===== src/hw/hsp_pkg.sv =====
// package of the sorting handler port: line counts, state codes, reset values
// assumes a single 10 MHz clock domain and a synchronous active-high reset
package hsp_pkg;

    // ----------------------------------------------------------------
    // line counts
    // ----------------------------------------------------------------
    localparam int unsigned HSP_BIN_LINES  = 9;   // numbered bin lines
    localparam int unsigned HSP_POINTS_MAX = 10;  // sweep points, tenth on out-of-bins
    localparam int unsigned HSP_PT_W       = 4;   // width of a sweep point index
    localparam int unsigned HSP_SYNC_W     = 2;   // pins passed through synchroniser

    // ----------------------------------------------------------------
    // synchroniser bit positions
    // ----------------------------------------------------------------
    localparam int unsigned HSP_SYNC_TRIG  = 0;
    localparam int unsigned HSP_SYNC_LOCK  = 1;

    // ----------------------------------------------------------------
    // sequencer states
    // ----------------------------------------------------------------
    typedef enum logic [3:0] {
        HSP_IDLE = 4'h1,  // waiting for a trigger
        HSP_ACQ  = 4'h2,  // analog acquisition of the current point
        HSP_CMP  = 4'h4,  // waiting for the comparison of the current point
        HSP_DONE = 4'h8   // results settled, raise the done strobe next
    } hsp_state_type;

    // ----------------------------------------------------------------
    // reset values
    // ----------------------------------------------------------------
    localparam logic [HSP_BIN_LINES-1:0] HSP_BIN_RST = 9'h000;
    localparam logic [HSP_PT_W-1:0]      HSP_PT_RST  = 4'h0;
    localparam logic [HSP_POINTS_MAX-1:0] HSP_FAIL_RST = 10'h000;
    localparam logic [HSP_PT_W-1:0]      HSP_NO_BIN  = 4'h0;  // bin number meaning out of bins

endpackage


===== src/hw/hsp_sync.sv =====
// two-stage synchroniser for the handler input pins, one stage pair per bit
// assumes inputs are asynchronous to ref_clk_i; outputs feed ordinary logic
`timescale 1ns/1ps
module hsp_sync
    import hsp_pkg::*;
#(
    parameter int unsigned WIDTH = HSP_SYNC_W
) (
    input  wire logic             ref_clk_i,
    input  wire logic             srst_i,
    input  wire logic [WIDTH-1:0] async_i,
    output logic      [WIDTH-1:0] sync_o
);

    // ----------------------------------------------------------------
    // per-bit flop pair
    // ----------------------------------------------------------------
    logic [WIDTH-1:0] meta;

    // the first stage is read by the second stage only
    genvar g;
    generate
        for (g = 0; g < WIDTH; g++) begin : g_bit
            always_ff @(posedge ref_clk_i) begin
                if (srst_i) begin
                    meta[g]   <= 1'b0;
                    sync_o[g] <= 1'b0;
                end else begin
                    meta[g]   <= async_i[g];
                    sync_o[g] <= meta[g];
                end
            end
        end
    endgenerate

endmodule


===== src/hw/hsp_handler_port.sv =====
// handler port of a component measurement instrument: sorting result lines,
// progress strobes, external trigger and panel lock
// assumes the measurement engine runs on ref_clk_i and reports by one-cycle pulses;
// every open-collector line is pulled low while its _oe output is high
`timescale 1ns/1ps
module hsp_handler_port
    import hsp_pkg::*;
#(
    parameter int unsigned VAL_W = 24  // width of measured values and limits
) (
    input  wire logic                      ref_clk_i,
    input  wire logic                      srst_i,
    // pins from the handler
    input  wire logic                      external_trigger_input_i,
    input  wire logic                      panel_lock_i,
    // configuration from the instrument
    input  wire logic                      external_trigger_mode_i,
    input  wire logic                      list_mode_i,
    input  wire logic                      sequential_sweep_mode_i,
    input  wire logic [HSP_PT_W-1:0]       sweep_points_i,
    input  wire logic signed [VAL_W-1:0]   main_high_limit_i,
    input  wire logic signed [VAL_W-1:0]   main_low_limit_i,
    input  wire logic signed [VAL_W-1:0]   sec_high_limit_i,
    input  wire logic signed [VAL_W-1:0]   sec_low_limit_i,
    // measurement engine
    input  wire logic                      internal_trigger_i,
    output logic                           meas_start_o,
    input  wire logic                      acq_done_i,
    input  wire logic                      cmp_done_i,
    input  wire logic signed [VAL_W-1:0]   primary_value_i,
    input  wire logic signed [VAL_W-1:0]   secondary_value_i,
    input  wire logic [HSP_PT_W-1:0]       bin_number_i,
    input  wire logic                      aux_bin_i,
    input  wire logic                      point_fail_i,
    input  wire logic                      circuit_open_i,
    output logic [HSP_PT_W-1:0]            sweep_point_o,
    // front panel keys
    input  wire logic                      key_press_i,
    output logic                           key_accept_o,
    // open-collector handler lines
    output logic [HSP_BIN_LINES-1:0]       bin_result_lines_o,
    output logic [HSP_BIN_LINES-1:0]       bin_result_lines_oe_o,
    output logic                           out_of_bins_o,
    output logic                           out_of_bins_oe_o,
    output logic                           aux_line_o,
    output logic                           aux_line_oe_o,
    output logic                           main_high_flag_o,
    output logic                           main_high_flag_oe_o,
    output logic                           main_low_flag_o,
    output logic                           main_low_flag_oe_o,
    output logic                           secondary_reject_flag_o,
    output logic                           secondary_reject_flag_oe_o,
    output logic                           alarm_o,
    output logic                           alarm_oe_o,
    output logic                           analog_done_strobe_o,
    output logic                           analog_done_strobe_oe_o,
    output logic                           measurement_done_strobe_o,
    output logic                           measurement_done_strobe_oe_o
);

    // ----------------------------------------------------------------
    // decoding helper
    // ----------------------------------------------------------------
    // one-hot of a 1-based line number; 0 selects no line
    function automatic logic [HSP_POINTS_MAX-1:0] line_sel(input logic [HSP_PT_W-1:0] num);
        logic [HSP_POINTS_MAX-1:0] v;
        v = '0;
        for (int i = 0; i < HSP_POINTS_MAX; i++) begin
            if (num == HSP_PT_W'(i + 1)) begin
                v[i] = 1'b1;
            end
        end
        return v;
    endfunction

    // ----------------------------------------------------------------
    // pin inputs
    // ----------------------------------------------------------------
    logic [HSP_SYNC_W-1:0] pin_sync;
    logic                  trig_last;
    logic                  trig_rise;
    logic                  locked;

    hsp_sync #(
        .WIDTH (HSP_SYNC_W)
    ) u_sync (
        .ref_clk_i (ref_clk_i),
        .srst_i    (srst_i),
        .async_i   ({panel_lock_i, external_trigger_input_i}),
        .sync_o    (pin_sync)
    );

    // edge detect on the synchronised level, never on the first stage
    always_ff @(posedge ref_clk_i) begin
        if (srst_i) begin
            trig_last <= 1'b0;
        end else begin
            trig_last <= pin_sync[HSP_SYNC_TRIG];
        end
    end

    assign trig_rise = pin_sync[HSP_SYNC_TRIG] & ~trig_last;
    assign locked    = pin_sync[HSP_SYNC_LOCK];

    // key presses pass only while the handler does not hold the lock
    assign key_accept_o = key_press_i & ~locked;

    // ----------------------------------------------------------------
    // sequencer
    // ----------------------------------------------------------------
    hsp_state_type           state;
    logic [HSP_PT_W-1:0]     point;
    logic [HSP_POINTS_MAX-1:0] fail_vec;
    logic                    start;
    logic                    last_point;
    logic                    finish_list;

    // triggers arriving mid-measurement are dropped; the engine cannot overlap
    assign start       = (state == HSP_IDLE) &&
                         (external_trigger_mode_i ? trig_rise : internal_trigger_i);
    assign last_point  = ~list_mode_i || (point >= sweep_points_i - HSP_PT_W'(1));
    // a list is finished when its last point has been compared
    assign finish_list = list_mode_i && last_point;
    assign meas_start_o  = start;
    assign sweep_point_o = point;

    // state progression
    always_ff @(posedge ref_clk_i) begin
        if (srst_i) begin
            state <= HSP_IDLE;
        end else begin
            case (state)
                HSP_IDLE: begin
                    if (start) begin
                        state <= HSP_ACQ;
                    end
                end
                HSP_ACQ: begin
                    if (acq_done_i) begin
                        state <= HSP_CMP;
                    end
                end
                HSP_CMP: begin
                    if (cmp_done_i) begin
                        // sequential lists run on without a new trigger
                        if (list_mode_i && sequential_sweep_mode_i && !last_point) begin
                            state <= HSP_ACQ;
                        end else begin
                            state <= HSP_DONE;
                        end
                    end
                end
                HSP_DONE: begin
                    state <= HSP_IDLE;
                end
                default: begin
                    state <= HSP_IDLE;
                end
            endcase
        end
    end

    // sweep point index and per-point failure record
    always_ff @(posedge ref_clk_i) begin
        if (srst_i) begin
            point    <= HSP_PT_RST;
            fail_vec <= HSP_FAIL_RST;
        end else if (start && (point == HSP_PT_RST || sequential_sweep_mode_i)) begin
            point    <= HSP_PT_RST;  // a fresh list
            fail_vec <= HSP_FAIL_RST;
        end else if (state == HSP_CMP && cmp_done_i && list_mode_i) begin
            if (point_fail_i) begin
                fail_vec <= fail_vec | line_sel(point + HSP_PT_W'(1));
            end
            point <= last_point ? HSP_PT_RST : point + HSP_PT_W'(1);
        end
    end

    // ----------------------------------------------------------------
    // comparison result lines
    // ----------------------------------------------------------------
    logic [HSP_POINTS_MAX-1:0] bin_sel;
    logic [HSP_POINTS_MAX-1:0] fail_now;

    assign bin_sel  = line_sel(bin_number_i);
    assign fail_now = fail_vec | (point_fail_i ? line_sel(point + HSP_PT_W'(1)) : HSP_FAIL_RST);

    // results are latched on the final comparison, one cycle before the done strobe
    always_ff @(posedge ref_clk_i) begin
        if (srst_i) begin
            bin_result_lines_oe_o      <= HSP_BIN_RST;
            out_of_bins_oe_o           <= 1'b0;
            aux_line_oe_o              <= 1'b0;
            main_high_flag_oe_o        <= 1'b0;
            main_low_flag_oe_o         <= 1'b0;
            secondary_reject_flag_oe_o <= 1'b0;
        end else if (state == HSP_CMP && cmp_done_i && !list_mode_i) begin
            bin_result_lines_oe_o      <= bin_sel[HSP_BIN_LINES-1:0];
            out_of_bins_oe_o           <= (bin_number_i == HSP_NO_BIN);
            aux_line_oe_o              <= aux_bin_i;
            main_high_flag_oe_o        <= primary_value_i > main_high_limit_i;
            main_low_flag_oe_o         <= primary_value_i < main_low_limit_i;
            secondary_reject_flag_oe_o <= (secondary_value_i > sec_high_limit_i) ||
                                          (secondary_value_i < sec_low_limit_i);
        end else if (state == HSP_CMP && cmp_done_i && finish_list) begin
            // per-point verdicts appear only when the whole list is done
            bin_result_lines_oe_o      <= fail_now[HSP_BIN_LINES-1:0];
            out_of_bins_oe_o           <= fail_now[HSP_POINTS_MAX-1];
            aux_line_oe_o              <= |fail_now;
            main_high_flag_oe_o        <= 1'b0;
            main_low_flag_oe_o         <= 1'b0;
            secondary_reject_flag_oe_o <= 1'b0;
        end
    end

    // ----------------------------------------------------------------
    // progress strobes and alarm
    // ----------------------------------------------------------------
    logic seq_list;

    assign seq_list = list_mode_i && sequential_sweep_mode_i;

    // analog-done: every acquisition, except a sequential list waits for its last point
    always_ff @(posedge ref_clk_i) begin
        if (srst_i) begin
            analog_done_strobe_oe_o <= 1'b0;
        end else if (start) begin
            analog_done_strobe_oe_o <= 1'b0;
        end else if (state == HSP_ACQ && acq_done_i && (!seq_list || last_point)) begin
            analog_done_strobe_oe_o <= 1'b1;
        end
    end

    // measurement-done: a cycle after the result lines settle, so they are valid first
    always_ff @(posedge ref_clk_i) begin
        if (srst_i) begin
            measurement_done_strobe_oe_o <= 1'b0;
        end else if (start) begin
            measurement_done_strobe_oe_o <= 1'b0;
        end else if (state == HSP_DONE) begin
            measurement_done_strobe_oe_o <= 1'b1;
        end
    end

    // alarm follows the circuit-open detector, registered
    always_ff @(posedge ref_clk_i) begin
        if (srst_i) begin
            alarm_oe_o <= 1'b0;
        end else begin
            alarm_oe_o <= circuit_open_i;
        end
    end

    // open-collector lines only ever pull low; the enable carries the condition
    assign bin_result_lines_o        = HSP_BIN_RST;
    assign out_of_bins_o             = 1'b0;
    assign aux_line_o                = 1'b0;
    assign main_high_flag_o          = 1'b0;
    assign main_low_flag_o           = 1'b0;
    assign secondary_reject_flag_o   = 1'b0;
    assign alarm_o                   = 1'b0;
    assign analog_done_strobe_o      = 1'b0;
    assign measurement_done_strobe_o = 1'b0;

endmodule


===== config.mk =====
export PLATFORM = sky130hd
export DESIGN_NAME = hsp_handler_port
export DESIGN_NICKNAME = d
export VERILOG_FILES = /design/src/hw/hsp_pkg.sv /design/src/hw/hsp_sync.sv /design/src/hw/hsp_handler_port.sv
export SDC_FILE = /design/constraint.sdc
export NUM_CORES = 1
export LEC_CHECK = 0
export BUFFER_PORTS_ARGS = -buffer_cell sky130_fd_sc_hd__buf_2
export CORE_AREA = 2 2 100 102
export CTS_CLUSTER_DIAMETER = 30
export DETAILED_ROUTE_END_ITERATION = 10
export DIE_AREA = 0 0 102 104
export GPL_ROUTABILITY_DRIVEN = 0
export PLACE_DENSITY = 0.82
export SETUP_SLACK_MARGIN = 0.1
export SYNTH_ARGS = -nofsm -noshare
export SYNTH_HDL_FRONTEND = slang
export SYNTH_SLANG_ARGS = --single-unit

===== constraint.sdc =====
create_clock -name ref_clk_i -period 2.7 [get_ports ref_clk_i]
set_input_delay 0.135 -clock ref_clk_i [delete_from_list [all_inputs] [get_ports ref_clk_i]]
set_output_delay 0.135 -clock ref_clk_i [all_outputs]
set_load 0.02 [all_outputs]

==> summary.txt <==
Synth
  • Register area share after synthesis: 0.175
  • Mux contribution to synthesized area: 0.0158
  • Main synth FF type: dfxtp_1
  • Largest family of logic cells by synthesized area: adder cells
  • Xor and xnor fraction of the mapped netlist area: 0.00574
  • Yosys warns: 0
  • Synth Area in Simple Gates: 0.202
  • Post-synthesis area per instance: 7.52 µm²
  • Synth Cell Area: 4580 µm²
  • Post-synth EDFFs: 0
  • Synth cell types: 57
  • Post-synth top area cell: ha_1
  • Seq cells post-synth: 40
  • Ranking of synthesized cells by area: ha_1, dfxtp_1, inv_1
  • Cell count after synthesis: 609
  • Share of the synthesized area in the top cell type: 0.284
  • Post-synthesis compound-gate area fraction: 0.189
  • Post-synthesis async set-or-reset flop share: 0
  • Adder-cell share of the synthesized area: 0.284

Clock network
  • Post-cts resize count: 0
  • CTS Buffer Depth: 2
  • Hold_buf cts: 0
  • CTS tree: built
  • Clock Sinks: 40
  • Root Driver: clkbuf_8
  • Reg clk slew, reported paths: 80 ps
  • Post-CTS Setup Inserts: 0
  • Total CTS buffers: 5
  • H-tree Lvls: 2
  • Worst-Skew Late Latency: 300 ps

Placed design
  • Placed cell count: 918
  • Place WS: 388 ps
  • Hpwl dp: 9.71 mm
  • DP Area: 5570 µm²
  • PortBufs: 188

Finish
  • Fin area: 5690 µm²
  • Multi-input gate area: 3250 µm²
  • Syn-to-layout area delta: 24.2%
  • Most common cell after layout, fill and taps aside: buf_2
  • Layout Nets: 1062
  • Most frequent cells in the layout: buf_2, inv_1, ha_1, a21oi_1, nor2_1
  • Diode count: 0
  • Share of layout cells above drive strength 1: 0.264
  • FF+latch area: 801 µm²
  • Fill count: 912
  • Fin util: 0.596
  • Final std cells w/o fill: 926

STA
  • RSZ-0062 raised after global routing: false
  • Ratio of final minimum period to clock period: 0.875
  • Final Hold Vio Count: 0
  • Peak Freq: 0.423 GHz
  • Slew HR: 0.655
  • Slew Limit Fails: 0
  • Period minus WS final: 2360 ps
  • Final WS setup: 337 ps
  • Final TNS setup: 0 ps
  • Slew @ Worst Pin: 518 ps
  • Setup violators final: 0
  • Skew final: 8.87 ps
  • Worst hold margin: 47.7 ps

Worst setup path
  • Startpoint types: flop
  • Arr. time, crit path: 2560 ps
  • Crit Path Max Fanout: 18
  • Crit end category: flop
  • FF-to-FF path depth: 8
  • Critical path cell sequence: inv_1 > ha_1 > nand2b_1 > a21o_1 > a211o_1 > nand3_2 > a21oi_1 > a311oi_1
  • Critical path data required time: 2900 ps
  • CP Class: reg2reg
  • Max incr delay on CP: 460 ps
  • Slowest cell on crit path: dfxtp_1

Power and ir drop
  • LEAKAGE: 3.13 nW
  • Total power: 1.65 mW
  • Peak supply drop: 0.000205 V
  • PwrDens: 290 nW/µm²

Run status
  • Run status: completed

Routing
  • Routed length per instance: 12.2 µm
  • Via density: 5.12
  • Vias: 4740
  • Drt total wl: 11.3 mm
  • DR iter-0 viols: 151
  • DRC viols: 0
  • Drt first pass iters: 4
  • ANT nets after route: 0

Die
  • Io pins: 206
  • Initial cell density of the core: 0.480
  • DIE AREA: 10600 µm²
  • Site row count: 36
  • Die Span X: 102 µm
  • Chip height: 104 µm
  • Core Footprint: 9550 µm²

Flow run
  • Max Cap Violations: 0

GRT
  • Total grt overflow: 0
  • Largest net degree at the start of global routing: 31
  • All-Layer GR Usage: 0.213
  • Initial antenna violation count: 1
  • Vias in the first global route: 4518
  • First-pass GRT wire length: 18.9 mm

Hold path
  • Hold Crit Class: in2reg
  • Hold Path Depth: 2
routing by layer:
metal | vias up | wire, µm | part of all wire | global-route usage
met4 | 2 | 140 | 0.012 | 0.0524
met1 | 2092 | 4830 | 0.43 | 0.248
met2 | 172 | 5460 | 0.48 | 0.386
met5 | - | 13 | 0.0011 | 0
met3 | 17 | 877 | 0.077 | 0.0497
li1 | 2457 | - | - | -
Yosys cell counts (all sizes together) (2+ instances only):
| cell | number |
|---|---|
| o21ai | 29 |
| nor2b | 23 |
| nor3b | 3 |
| ha | 104 |
| a2111oi | 2 |
| nand3 | 11 |
| inv | 104 |
| nor4 | 6 |
| a31oi | 13 |
| nand3b | 2 |
| clkbuf | 6 |
| nor3 | 12 |
| and2 | 5 |
| nand4 | 13 |
| nand4b | 2 |
| nand2b | 4 |
| a22oi | 3 |
| mux2 | 2 |
| xnor2 | 3 |
| dfxtp | 40 |
| nor2 | 44 |
| a211oi | 6 |
| a21o | 6 |
| o31ai | 3 |
| mux2i | 5 |
| o211ai | 3 |
| a21oi | 66 |
| buf | 24 |
| a211o | 5 |
| nand2 | 40 |
| or4 | 3 |
| and4 | 2 |
| or3 | 2 |
state kept, by name, summed over array words and instances, names as in the netlist:
| register | flops |
|---|---|
| alarm_oe_o | 1 |
| analog_done_strobe_oe_o | 1 |
| aux_line_oe_o | 1 |
| bin_result_lines_oe_o | 9 |
| fail_vec | 10 |
| main_high_flag_oe_o | 1 |
| main_low_flag_oe_o | 1 |
| measurement_done_strobe_oe_o | 1 |
| out_of_bins_oe_o | 1 |
| secondary_reject_flag_oe_o | 1 |
| state | 4 |
| sweep_point_o | 4 |
| trig_last | 1 |
| u_sync.meta | 2 |
| u_sync.sync_o | 2 |
worst paths after layout:
kind	slack, ps	endpoint	from
max reg2reg	340	secondary_reject_flag_oe_o	sweep_point_o[0]
min	50	alarm_oe_o	circuit_open_i
max	340	secondary_reject_flag_oe_o	sweep_point_o[0]
min reg2reg	440	u_sync.sync_o[1]	u_sync.meta[1]
layout make-up:
class	instances	area share
multi-input combinational	451	0.572
clock buffer	6	0.0145
timing repair buffer	190	0.168
inverter	104	0.0686
tap	133	0.0293
clock inverter	2	0.00682
sequential	40	0.141
logic make-up (layout without fill, tap and decap cells):
kind of cell,Yosys count,count (layout)
simple gates,175,175
compound gates,145,145
other cells,1,17
flops,40,40
mux,7,7
buf+inv,134,302
fa+ha+maj,104,104
xor+xnor,3,3
critical path: cells and delay by family, from the launching register on:
kind	cells	cell delay (ps)
DFF	1	460
and+or+nand+nor	2	470
buffers and inverters	1	160
adders and majority gates	1	290
AOI/OAI and AO/OA	4	880
power breakdown:
| group | leakage, nW | internal [mW] | switching, mW |
|---|---|---|---|
| logic | 2.75 | 0.250 | 0.283 |
| clock network | 0.0614 | 0.302 | 0.214 |
| registers | 0.324 | 0.595 | 0.00564 |
| total | 3.13 | 1.15 | 0.503 |
Note: power is estimated with default switching activity, not from simulation.
